File: src/shared/keypad_gpio_pkg.sv
// Shared constants, register map and types for the keypad and general purpose pin block
package keypad_gpio_pkg;

    localparam int NUM_ROWS = 8;
    localparam int NUM_COLS = 10;
    localparam int NUM_PINS = 18;
    localparam int NUM_KEYS = 80;

    // Register offsets
    localparam logic [7:0] OFS_PIN_STATE_ROWS    = 8'h14;
    localparam logic [7:0] OFS_PIN_STATE_COLS_LO = 8'h15;
    localparam logic [7:0] OFS_PIN_STATE_COLS_HI = 8'h16;
    localparam logic [7:0] OFS_IRQ_EN_ROWS       = 8'h1A;
    localparam logic [7:0] OFS_IRQ_EN_COLS_LO    = 8'h1B;
    localparam logic [7:0] OFS_IRQ_EN_COLS_HI    = 8'h1C;
    localparam logic [7:0] OFS_KP_SEL_ROWS       = 8'h1D;
    localparam logic [7:0] OFS_KP_SEL_COLS_LO    = 8'h1E;
    localparam logic [7:0] OFS_KP_SEL_COLS_HI    = 8'h1F;
    localparam logic [7:0] OFS_EVT_EN_ROWS       = 8'h20;
    localparam logic [7:0] OFS_EVT_EN_COLS_LO    = 8'h21;
    localparam logic [7:0] OFS_EVT_EN_COLS_HI    = 8'h23;
    localparam logic [7:0] OFS_DIR_ROWS          = 8'h23;
    localparam logic [7:0] OFS_DIR_COLS_LO       = 8'h24;
    localparam logic [7:0] OFS_DIR_COLS_HI       = 8'h25;
    localparam logic [7:0] OFS_POL_ROWS          = 8'h26;
    localparam logic [7:0] OFS_POL_COLS_LO       = 8'h27;
    localparam logic [7:0] OFS_POL_COLS_HI       = 8'h28;
    localparam logic [7:0] OFS_DBOFF_ROWS        = 8'h29;
    localparam logic [7:0] OFS_DBOFF_COLS_HI     = 8'h2B;
    localparam logic [7:0] OFS_DBOFF_COLS_LO     = 8'h30;

    // Reset value of every register and the mask of the two-pin groups
    localparam logic [7:0]          REG_RESET    = 8'h00;
    localparam logic [7:0]          HI_GROUP_MSK = 8'h03;
    localparam logic [NUM_PINS-1:0] PINS_RESET   = 18'h00000;

    // Timing
    localparam int CLK_MHZ             = 100;
    localparam int DEBOUNCE_US         = 50;
    localparam int DEBOUNCE_CYCLES     = DEBOUNCE_US * CLK_MHZ;
    localparam int SCAN_PERIOD_MS      = 25;
    localparam int SCAN_PERIOD_CYCLES  = SCAN_PERIOD_MS * 1000 * CLK_MHZ;
    localparam int SLOT_US             = 100;
    localparam int SLOT_CYCLES         = SLOT_US * CLK_MHZ;

    // Event encoding
    localparam int KEY_CODE_BASE   = 1;
    localparam int GPI_CODE_BASE   = 97;

    typedef enum logic [2:0] {
        ST_WAIT = 3'b001,
        ST_SLOT = 3'b010,
        ST_EMIT = 3'b100
    } scan_state_t;

    typedef struct packed {
        logic [NUM_PINS-1:0] sel;
        logic [NUM_PINS-1:0] evt;
        logic [NUM_PINS-1:0] dir;
        logic [NUM_PINS-1:0] pol;
        logic [NUM_PINS-1:0] dboff;
        logic [NUM_PINS-1:0] ien;
    } pin_cfg_t;

    typedef struct packed {
        logic       press;
        logic [6:0] code;
    } key_event_t;

endpackage

File: src/rtl/stable_filter.sv
// Two-flop synchroniser and per-bit stability filter with per-bit bypass
`timescale 1ns/10ps
`default_nettype none
module stable_filter
#(
    parameter int             W             = 1,
    parameter int             STABLE_CYCLES = 5000,
    parameter logic [W-1:0]   LEVEL_RST     = '1
)
(
    input  wire logic         clk,
    input  wire logic         sys_rst,
    input  wire logic [W-1:0] raw,
    input  wire logic [W-1:0] bypass,
    output logic      [W-1:0] level,
    output logic      [W-1:0] change
);
    localparam int CW = $clog2(STABLE_CYCLES + 1);

    typedef struct packed {
        logic [W-1:0]         s1;
        logic [W-1:0]         s2;
        logic [W-1:0]         lvl;
        logic [W-1:0]         chg;
        logic [W-1:0][CW-1:0] cnt;
    } filt_state_t;

    filt_state_t q;
    filt_state_t d;

    always_comb
    begin
        d     = q;
        d.s1  = raw;
        d.s2  = q.s1;
        for (int i = 0; i < W; i++)
        begin
            if (bypass[i])
            begin
                d.lvl[i] = q.s2[i];
                d.cnt[i] = '0;
            end
            else if (q.s2[i] == q.lvl[i])
            begin
                d.cnt[i] = '0;
            end
            else if (q.cnt[i] == CW'(STABLE_CYCLES - 1))
            begin
                d.lvl[i] = q.s2[i];
                d.cnt[i] = '0;
            end
            else
            begin
                d.cnt[i] = q.cnt[i] + CW'(1);
            end
        end
        d.chg = d.lvl ^ q.lvl;
    end

    always_ff @(posedge clk or posedge sys_rst)
    begin
        if (sys_rst)
        begin
            q.s1  <= LEVEL_RST;
            q.s2  <= LEVEL_RST;
            q.lvl <= LEVEL_RST;
            q.chg <= '0;
            q.cnt <= '0;
        end
        else
        begin
            q <= d;
        end
    end

    assign level  = q.lvl;
    assign change = q.chg;

endmodule // stable_filter
`default_nettype wire

File: src/rtl/keypad_gpio_pin_config.sv
// Pin configuration, input conditioning and key matrix scanning for the keypad block
//
// How it works
// - Select bit zero: general pin, direction-driven
// - Select bit one: fixed row or column
// - Rows, columns 0-7, columns 8-9 byte mapping
// - Event bit zero: no input events queued
// - General input with event bit: queue presses and releases
// - Direction zero input, one drives output
// - Polarity zero: falling edge or low
// - Polarity one: rising edge or high
// - Debounce inputs while disable bit zero
// - Disable bit one bypasses debouncing
// - Same debounce setting for rows, inputs
// - Reset pin always debounced 50 us
// - New level accepted after 50 us stable
// - Columns scanned once per 25 ms
// - Two matching scans confirm a key
// - Detection latency 25 to 50 ms
// - Key codes 1-80, inputs 97-114, bit7 press
// - Enabled input edge matching polarity sets interrupt flag
// - Debounced pin state stays default until change
`timescale 1ns/10ps
`default_nettype none
module keypad_gpio_pin_config
    import keypad_gpio_pkg::*;
#(
    parameter int DEBOUNCE_LEN = DEBOUNCE_CYCLES,
    parameter int PERIOD_LEN   = SCAN_PERIOD_CYCLES,
    parameter int SLOT_LEN     = SLOT_CYCLES
)
(
    input  wire logic                clk,
    input  wire logic                sys_rst,
    input  wire logic                reg_wr,
    input  wire logic                reg_rd,
    input  wire logic [7:0]          reg_addr,
    input  wire logic [7:0]          reg_wdata,
    output logic      [7:0]          reg_rdata,
    input  wire logic [NUM_PINS-1:0] pin_in,
    output logic      [NUM_PINS-1:0] pin_out,
    output logic      [NUM_PINS-1:0] pin_oe,
    input  wire logic [NUM_PINS-1:0] gpo_data,
    input  wire logic                rst_pin_n,
    output logic                     reset_req,
    output logic                     event_valid,
    output logic      [7:0]          event_code,
    output logic                     general_input_irq_flag,
    input  wire logic                irq_flag_clear
);
    localparam int PW = $clog2(PERIOD_LEN);
    localparam int SW = $clog2(SLOT_LEN);

    typedef struct packed {
        pin_cfg_t            cfg;
        logic [NUM_PINS-1:0] sel_snap;
        logic [NUM_PINS-1:0] dboff_snap;
        scan_state_t         state;
        logic [PW-1:0]       period_cnt;
        logic [SW-1:0]       slot_cnt;
        logic [3:0]          col;
        logic [6:0]          key_idx;
        logic [NUM_KEYS-1:0] cur_img;
        logic [NUM_KEYS-1:0] prev_img;
        logic [NUM_KEYS-1:0] rep_img;
        logic [NUM_PINS-1:0] gpi_pend;
        logic [NUM_PINS-1:0] gpi_press;
        logic [NUM_PINS-1:0] pin_state;
        logic                irq_flag;
        logic                ev_valid;
        key_event_t          ev;
        logic [NUM_PINS-1:0] pin_out;
        logic [NUM_PINS-1:0] pin_oe;
        logic [7:0]          rdata;
        logic                reset_req;
    } top_state_t;

    top_state_t          q;
    top_state_t          d;
    logic [NUM_PINS-1:0] pin_lvl;
    logic [NUM_PINS-1:0] pin_chg;
    logic                rst_lvl;
    logic [NUM_PINS-1:0] general_input;
    logic                key_emit;
    logic                period_tick;
    int                  kidx;

    // Byte view of a pin group: 0 rows, 1 columns 0-7, 2 columns 8-9
    function automatic logic [7:0] get_grp(input logic [NUM_PINS-1:0] v, input int g);
        logic [7:0] r;
        r = 8'h00;
        if (g == 0)
            r = v[7:0];
        else if (g == 1)
            r = v[15:8];
        else
            r = {6'h00, v[17:16]};
        return r;
    endfunction

    function automatic logic [NUM_PINS-1:0] put_grp(input logic [NUM_PINS-1:0] v,
                                                    input int g, input logic [7:0] b);
        logic [NUM_PINS-1:0] r;
        r = v;
        if (g == 0)
            r[7:0] = b;
        else if (g == 1)
            r[15:8] = b;
        else
            r[17:16] = b[1:0];
        return r;
    endfunction

    // Lowest set bit of a pending vector
    function automatic logic [4:0] first_set(input logic [NUM_PINS-1:0] v);
        logic [4:0] r;
        r = 5'h00;
        for (int i = NUM_PINS - 1; i >= 0; i--)
        begin
            if (v[i])
                r = 5'(i);
        end
        return r;
    endfunction

    // Pin debounce with per-pin bypass
    stable_filter #(
        .W             (NUM_PINS),
        .STABLE_CYCLES (DEBOUNCE_LEN),
        .LEVEL_RST     ({NUM_PINS{1'b1}})
    ) u_pin_filter (
        .clk    (clk),
        .sys_rst(sys_rst),
        .raw    (pin_in),
        .bypass (q.dboff_snap),
        .level  (pin_lvl),
        .change (pin_chg)
    );

    // Reset pin filter, never bypassed
    stable_filter #(
        .W             (1),
        .STABLE_CYCLES (DEBOUNCE_LEN),
        .LEVEL_RST     (1'b1)
    ) u_rst_filter (
        .clk    (clk),
        .sys_rst(sys_rst),
        .raw    (rst_pin_n),
        .bypass (1'b0),
        .level  (rst_lvl),
        .change ()
    );

    always_comb
    begin
        d           = q;
        d.ev_valid  = 1'b0;
        key_emit    = 1'b0;
        period_tick = 1'b0;
        kidx        = int'(q.key_idx);
        general_input         = ~q.cfg.sel & ~q.cfg.dir;

        if (reg_wr)
        begin
            case (reg_addr)
                OFS_IRQ_EN_ROWS:    d.cfg.ien   = put_grp(q.cfg.ien, 0, reg_wdata);
                OFS_IRQ_EN_COLS_LO: d.cfg.ien   = put_grp(q.cfg.ien, 1, reg_wdata);
                OFS_IRQ_EN_COLS_HI: d.cfg.ien   = put_grp(q.cfg.ien, 2, reg_wdata);
                OFS_KP_SEL_ROWS:    d.cfg.sel   = put_grp(q.cfg.sel, 0, reg_wdata);
                OFS_KP_SEL_COLS_LO: d.cfg.sel   = put_grp(q.cfg.sel, 1, reg_wdata);
                OFS_KP_SEL_COLS_HI: d.cfg.sel   = put_grp(q.cfg.sel, 2, reg_wdata);
                OFS_EVT_EN_ROWS:    d.cfg.evt   = put_grp(q.cfg.evt, 0, reg_wdata);
                OFS_EVT_EN_COLS_LO: d.cfg.evt   = put_grp(q.cfg.evt, 1, reg_wdata);
                OFS_DIR_ROWS:
                begin
                    d.cfg.dir = put_grp(q.cfg.dir, 0, reg_wdata);
                    d.cfg.evt = put_grp(q.cfg.evt, 2, reg_wdata);
                end
                OFS_DIR_COLS_LO:    d.cfg.dir   = put_grp(q.cfg.dir, 1, reg_wdata);
                OFS_DIR_COLS_HI:    d.cfg.dir   = put_grp(q.cfg.dir, 2, reg_wdata);
                OFS_POL_ROWS:       d.cfg.pol   = put_grp(q.cfg.pol, 0, reg_wdata);
                OFS_POL_COLS_LO:    d.cfg.pol   = put_grp(q.cfg.pol, 1, reg_wdata);
                OFS_POL_COLS_HI:    d.cfg.pol   = put_grp(q.cfg.pol, 2, reg_wdata);
                OFS_DBOFF_ROWS:     d.cfg.dboff = put_grp(q.cfg.dboff, 0, reg_wdata);
                OFS_DBOFF_COLS_LO:  d.cfg.dboff = put_grp(q.cfg.dboff, 1, reg_wdata);
                OFS_DBOFF_COLS_HI:  d.cfg.dboff = put_grp(q.cfg.dboff, 2, reg_wdata);
                default:            d.cfg       = q.cfg;
            endcase
        end

        if (reg_rd)
        begin
            case (reg_addr)
                OFS_PIN_STATE_ROWS:    d.rdata = get_grp(q.pin_state, 0);
                OFS_PIN_STATE_COLS_LO: d.rdata = get_grp(q.pin_state, 1);
                OFS_PIN_STATE_COLS_HI: d.rdata = get_grp(q.pin_state, 2) & HI_GROUP_MSK;
                OFS_IRQ_EN_ROWS:       d.rdata = get_grp(q.cfg.ien, 0);
                OFS_IRQ_EN_COLS_LO:    d.rdata = get_grp(q.cfg.ien, 1);
                OFS_IRQ_EN_COLS_HI:    d.rdata = get_grp(q.cfg.ien, 2);
                OFS_KP_SEL_ROWS:       d.rdata = get_grp(q.cfg.sel, 0);
                OFS_KP_SEL_COLS_LO:    d.rdata = get_grp(q.cfg.sel, 1);
                OFS_KP_SEL_COLS_HI:    d.rdata = get_grp(q.cfg.sel, 2);
                OFS_EVT_EN_ROWS:       d.rdata = get_grp(q.cfg.evt, 0);
                OFS_EVT_EN_COLS_LO:    d.rdata = get_grp(q.cfg.evt, 1);
                OFS_DIR_ROWS:          d.rdata = get_grp(q.cfg.dir, 0);
                OFS_DIR_COLS_LO:       d.rdata = get_grp(q.cfg.dir, 1);
                OFS_DIR_COLS_HI:       d.rdata = get_grp(q.cfg.dir, 2);
                OFS_POL_ROWS:          d.rdata = get_grp(q.cfg.pol, 0);
                OFS_POL_COLS_LO:       d.rdata = get_grp(q.cfg.pol, 1);
                OFS_POL_COLS_HI:       d.rdata = get_grp(q.cfg.pol, 2);
                OFS_DBOFF_ROWS:        d.rdata = get_grp(q.cfg.dboff, 0);
                OFS_DBOFF_COLS_LO:     d.rdata = get_grp(q.cfg.dboff, 1);
                OFS_DBOFF_COLS_HI:     d.rdata = get_grp(q.cfg.dboff, 2);
                default:               d.rdata = 8'h00;
            endcase
        end

        d.dboff_snap = q.cfg.dboff;

        if (q.period_cnt == PW'(PERIOD_LEN - 1))
        begin
            d.period_cnt = '0;
            period_tick  = 1'b1;
        end
        else
        begin
            d.period_cnt = q.period_cnt + PW'(1);
        end

        unique case (q.state)
            ST_WAIT:
            begin
                if (period_tick)
                begin
                    d.sel_snap = q.cfg.sel;
                    d.col      = 4'h0;
                    d.slot_cnt = '0;
                    d.state    = ST_SLOT;
                end
            end
            ST_SLOT:
            begin
                if (q.slot_cnt == SW'(SLOT_LEN - 1))
                begin
                    d.slot_cnt = '0;
                    for (int r = 0; r < NUM_ROWS; r++)
                    begin
                        d.cur_img[r * NUM_COLS + int'(q.col)] = q.sel_snap[r]
                            & q.sel_snap[NUM_ROWS + int'(q.col)] & ~pin_lvl[r];
                    end
                    if (q.col == 4'(NUM_COLS - 1))
                    begin
                        d.key_idx = 7'h00;
                        d.state   = ST_EMIT;
                    end
                    else
                    begin
                        d.col = q.col + 4'h1;
                    end
                end
                else
                begin
                    d.slot_cnt = q.slot_cnt + SW'(1);
                end
            end
            ST_EMIT:
            begin
                if (q.cur_img[kidx] == q.prev_img[kidx] && q.cur_img[kidx] != q.rep_img[kidx])
                begin
                    key_emit         = 1'b1;
                    d.rep_img[kidx]  = q.cur_img[kidx];
                    d.ev_valid       = 1'b1;
                    d.ev.press       = q.cur_img[kidx];
                    d.ev.code        = 7'(kidx + KEY_CODE_BASE);
                end
                if (q.key_idx == 7'(NUM_KEYS - 1))
                begin
                    d.prev_img = q.cur_img;
                    d.state    = ST_WAIT;
                end
                else
                begin
                    d.key_idx = q.key_idx + 7'h01;
                end
            end
        endcase

        // General input events, new change wins over emission
        if (!key_emit && q.gpi_pend != PINS_RESET)
        begin
            d.ev_valid                  = 1'b1;
            d.gpi_pend[first_set(q.gpi_pend)] = 1'b0;
            d.ev.press = q.gpi_press[first_set(q.gpi_pend)];
            d.ev.code  = 7'(GPI_CODE_BASE + int'(first_set(q.gpi_pend)));
        end
        for (int i = 0; i < NUM_PINS; i++)
        begin
            if (pin_chg[i] && general_input[i])
            begin
                if (q.cfg.evt[i])
                begin
                    d.gpi_pend[i]  = 1'b1;
                    d.gpi_press[i] = ~pin_lvl[i];
                end
            end
        end

        if (irq_flag_clear)
            d.irq_flag = 1'b0;
        if ((q.cfg.ien & general_input & pin_chg & ~(pin_lvl ^ q.cfg.pol)) != PINS_RESET)
            d.irq_flag = 1'b1;

        for (int i = 0; i < NUM_PINS; i++)
        begin
            if (!q.cfg.sel[i] && q.cfg.dir[i])
                d.pin_state[i] = gpo_data[i];
            else if (q.dboff_snap[i] || pin_chg[i])
                d.pin_state[i] = pin_lvl[i];
        end

        for (int i = 0; i < NUM_PINS; i++)
        begin
            d.pin_oe[i]  = ~q.cfg.sel[i] & q.cfg.dir[i];
            d.pin_out[i] = gpo_data[i] & d.pin_oe[i];
        end
        if (q.state == ST_SLOT && q.sel_snap[NUM_ROWS + int'(q.col)])
        begin
            d.pin_oe[NUM_ROWS + int'(q.col)]  = 1'b1;
            d.pin_out[NUM_ROWS + int'(q.col)] = 1'b0;
        end

        d.reset_req = ~rst_lvl;
    end

    always_ff @(posedge clk or posedge sys_rst)
    begin
        if (sys_rst)
        begin
            q            <= '0;
            q.cfg        <= '0;
            q.state      <= ST_WAIT;
            q.rdata      <= REG_RESET;
            q.pin_state  <= PINS_RESET;
        end
        else
        begin
            q <= d;
        end
    end

    assign reg_rdata              = q.rdata;
    assign pin_out                = q.pin_out;
    assign pin_oe                 = q.pin_oe;
    assign reset_req              = q.reset_req;
    assign event_valid            = q.ev_valid;
    assign event_code             = {q.ev.press, q.ev.code};
    assign general_input_irq_flag = q.irq_flag;

endmodule // keypad_gpio_pin_config
`default_nettype wire

File: config.mk
export PLATFORM = sky130hd
export DESIGN_NAME = keypad_gpio_pin_config
export DESIGN_NICKNAME = d
export VERILOG_FILES = /design/src/shared/keypad_gpio_pkg.sv /design/src/rtl/stable_filter.sv /design/src/rtl/keypad_gpio_pin_config.sv
export SDC_FILE = /design/constraint.sdc
export NUM_CORES = 2
export LEC_CHECK = 0
export BUFFER_PORTS_ARGS = -buffer_cell sky130_fd_sc_hd__buf_2
export CAP_MARGIN = 20
export CORE_ASPECT_RATIO = 0.7
export CORE_MARGIN = 2
export CORE_UTILIZATION = 60
export CTS_BUF_LIST = sky130_fd_sc_hd__clkbuf_8
export CTS_CLUSTER_DIAMETER = 60
export DETAILED_ROUTE_END_ITERATION = 7
export GPL_TIMING_DRIVEN = 0
export PLACE_DENSITY = 0.75
export SYNTH_ARGS = -nofsm -noshare
export SYNTH_HDL_FRONTEND = slang
export SYNTH_HIERARCHICAL = 1
export SYNTH_SLANG_ARGS = --single-unit
export TNS_END_PERCENT = 1
File: constraint.sdc
create_clock -name clk -period 21.7 [get_ports clk]
set_clock_uncertainty 0.1 [all_clocks]
set_input_delay 4.34 -clock clk [delete_from_list [all_inputs] [get_ports clk]]
set_output_delay 4.34 -clock clk [all_outputs]
set_load 0.05 [all_outputs]
### After elaboration in Yosys (flattened, before gate mapping)

Cells that the tools add are included.

* flip-flop bits (word level): 865
* bits in latches: 0
* bits in writable memories: 0
* memory bits (read-only): 0
* input port bits: 58
* memories: 0

* $add $sub $neg: 33
* multipliers: 0
* div/mod/pow operators: 0
* order comparisons: 22
* eq/ne operators: 73
* shift-type cells: 0
* muxes and demuxes: 274
* bitwise gates (word level): 121
* reductions and logical operators: 158

Operators with widths (count)
* $mux 13: 56
* $bwmux 80: 9
* $pmux 18 s3: 6
* $add 13x1->13 const B: 19
* $eq 13x13->1 const B: 19
* $pmux 8 s20: 1
* $mux 1: 148
* $and 18x18->18: 6
* $mux 5: 19
* $mux 91: 1
* $not 18->18: 5
* $eq 8x6->1 const B: 11
* $reduce_and 4->1: 21
* $eq 8x5->1 const B: 9
* $demux 1 s7: 8
* $not 1->1: 55
* $and 1x1->1: 52
* $logic_and 1x1->1: 50
* $reduce_and 2->1: 25
* $reduce_bool 2->1: 23
* $mux 18: 2
* $mux 36: 1
* $pmux 18 s2: 1
* $reduce_bool 18->1: 2
* 46 further kinds: 132

### Depth between registers and ports, before layout

* depth in word-level cells: 28
* gate-level depth with buffers: 15

### Cells and area by module

The synthesis kept the hierarchy.

Modules (own cells, without submodules)
* keypad_gpio_pin_config: times used 1, cells an instance 3005, area an instance 29671.0 µm², sequential area each 13589.3 µm²
* stable_filter at u_pin_filter: times used 1, cells an instance 1314, area an instance 14247.4 µm², sequential area each 7724.9 µm²
* stable_filter at u_rst_filter: times used 1, cells an instance 72, area an instance 809.5 µm², sequential area each 429.2 µm²

### Worst setup path before layout

No wires, ideal clock.

* path kind: input -> register
* start point: input reg_addr[7]
* end point: register, netlist name q[507]
* setup time: 0.125 ns
* arrival time: 6.403 ns
* required time: 21.475 ns
* path slack: 15.072 ns
* cell stages on the path: 8
* path buffers: 2
* cells stage by stage: nor2_1 nand3b_1 or3_1 clkbuf_1 nor3_1 nor2b_1 clkbuf_1 mux2_2

RTL lines
* start: declaration: line keypad_gpio_pin_config.sv:37 `input wire logic [7:0] reg_addr,`

==> flow_summary.yaml <==
routing:
  firstDrtPassIters: 8
  dr_wl_met3_um: 21720
  postRouteAntennaNets: 0
  viasPerCell: 6.484
  vias: 37310
  remaining_drc_errors: 14
  wl_per_cell_um: 25.38
  drtIter0Drc: 4767
  met2WireLength_um: 54500
  top_layer: "met5"
  wl_met1_um: 64740
  finalWirelength_um: 146000
clocking:
  clk_latency_ns: 0.84
  cts_setup_buffers: 0
  cts-root-buf: "clkbuf_8"
  clk_pin_slew_ns: 0.06
  cts_resized: 0
  htreeDepth: 4
  numCtsBuffers: 137
  cts_hold_buf: 0
  cts.sinks: 865
  cts.path.max_buffers: 3
  cts_tree: "done"
floorplan:
  dieWidth_um: 330.2
  coreArea_um2: 73530
  row_count: 83
  io-pin-count: 113
  dieArea_um2: 76720
  fp.dieH_um: 232.3
  initial_core_util: 0.6078
setup_path:
  critPathBufInv: 2
  critPathMaxFanout: 9
  reg2regPathDepth: 7
  crit_type: "input pin to register"
  reg2reg_from: "kidx[3]"
  endpoint_kind: "register"
  reg2reg_to: "q[207]"
  crit_chain: "buf_2 -> nor4b_1 -> nand3b_1 -> nor2_1 -> and3_1 -> clkbuf_1 -> mux2_2"
  crit_slowest_cell: "nor4b_1"
  crit_arrival_ns: 7.50
  cp-startpoint: "reg_addr[5]"
  critPathTopFamily: "simple AND/OR/NAND/NOR gates"
  reg2reg_slack_ns: 17.10
  worstPathRequired_ns: 22.29
  critPathMaxStageDelay_ns: 0.79
  cp-start-kind: "input pin"
grt:
  grt_pass1_wl_um: 220700
  grt_util_all_layers: 0.3858
  grt_max_degree: 134
  grt_pass1_vias: 35080
  antenna_found_initial: 12
  grt_remaining_overflow: 0
synthesis:
  yosys_warnings: 6
  synth_area_um2: 44690
  avgSynthCellArea_um2: 10.18
  synth_fp_nets: 4491
  syn_inst: 4388
worst_hold_path:
  hp-class: "register to register"
  hold_start: "u_pin_filter/d[282]"
  whs_path_depth: 0
  hold_path_end: "u_pin_filter/q[282]"
sta:
  rsz0062_at_grt: "no"
  fmax_mhz: 144.6
  fin_setup_tns_ns: 0
  setup_viol: 0
  slew_violations: 0
  tightest_slew_ns: 1.142
  fin_crit_sh: 0.3187
  slew_headroom: 0.2372
  fin_crit_ns: 6.915
  finalHoldViolations: 0
power:
  p_per_area_nw_per_um2: 75.10
  vdd_drop_max_mv: 0.06928
  p_total_mw: 3.728
  leakagePower_nw: 21.62
final_layout:
  regArea_um2: 21720
  layout_commonest_cell: "dfrtp_1"
  fin_util: 0.6751
  multi_input_area_um2: 21090
  fin_nets: 4763
  layout-drive-gt1-share: 0.2002
  final_cell_mix: "dfrtp_1, nor2_1, nand2_1"
  nFillCells: 5811
  area_growth_pct: 11.07
placement:
  gp_congestion: 1.046
  io_buffers: 111
  hpwl_um: 105900
outcome:
  status: "complete, but fails checks"
  violations: "DRC"
job:
  drv_cap: 0
## per-stage QoR
stage | cells | setup WS, ns | hold slack [ns] | area (um^2)
2_1_floorplan | 4388 | 2.083 | 0.2452 | 44690
3_3_place_gp | 5476 | -4.548 | 0.2459 | 46470
3_5_place_dp | 5494 | 14.11 | 0.2468 | 46800
4_1_cts | 5744 | 14.98 | 0.2363 | 49600
5_1_grt | 5752 | 14.64 | 0.2539 | 49630
6_report | 5754 | 14.79 | 0.2506 | 49640
## state kept, by name, indices dropped and copies added, names as in the netlist, 7 cells and up
name	count
kidx	7
q	463
u_rst_filter/q	14
pin_out	18
u_pin_filter/d	18
reg_rdata	8
u_pin_filter/q	252
u_pin_filter/change	18
d	18
pin_oe	18
u_pin_filter/level	18
event_code	8
## report_power, final
group,internal (mW),leakage (nW),switching (mW)
clock network,0.742,1.62,0.686
logic,0.180,8.27,0.302
registers,1.72,11.7,0.0977
## layout make-up
type,instances,area share
plain buffers,297,0.03262
well taps,977,0.02463
diodes,6,0.0003025
multi-input cells,3142,0.4248
flip-flops and latches,865,0.4375
clock buffers,168,0.04658
repair buffers,133,0.01717
clock inverters,82,0.009705
inverters,84,0.006655
## per-layer routing
layer / vias up / GRT usage
li1: 16230 / -
met1: 18300 / 0.5921
met2: 2405 / 0.4785
met3: 373 / 0.1582
met4: 6 / 0.1379
met5: - / 0
## worst max path at each step
stage,slack [ns],to,depth (start not counted)
2_1_floorplan,2.08,d[399],1
3_3_place_gp,-4.55,q[83],2
3_5_place_dp,14.11,q[531],7
4_1_cts,14.98,q[527],7
5_1_grt,14.64,q[525],7
6_report,14.79,q[439],7
(Power assumes the default switching activity.)
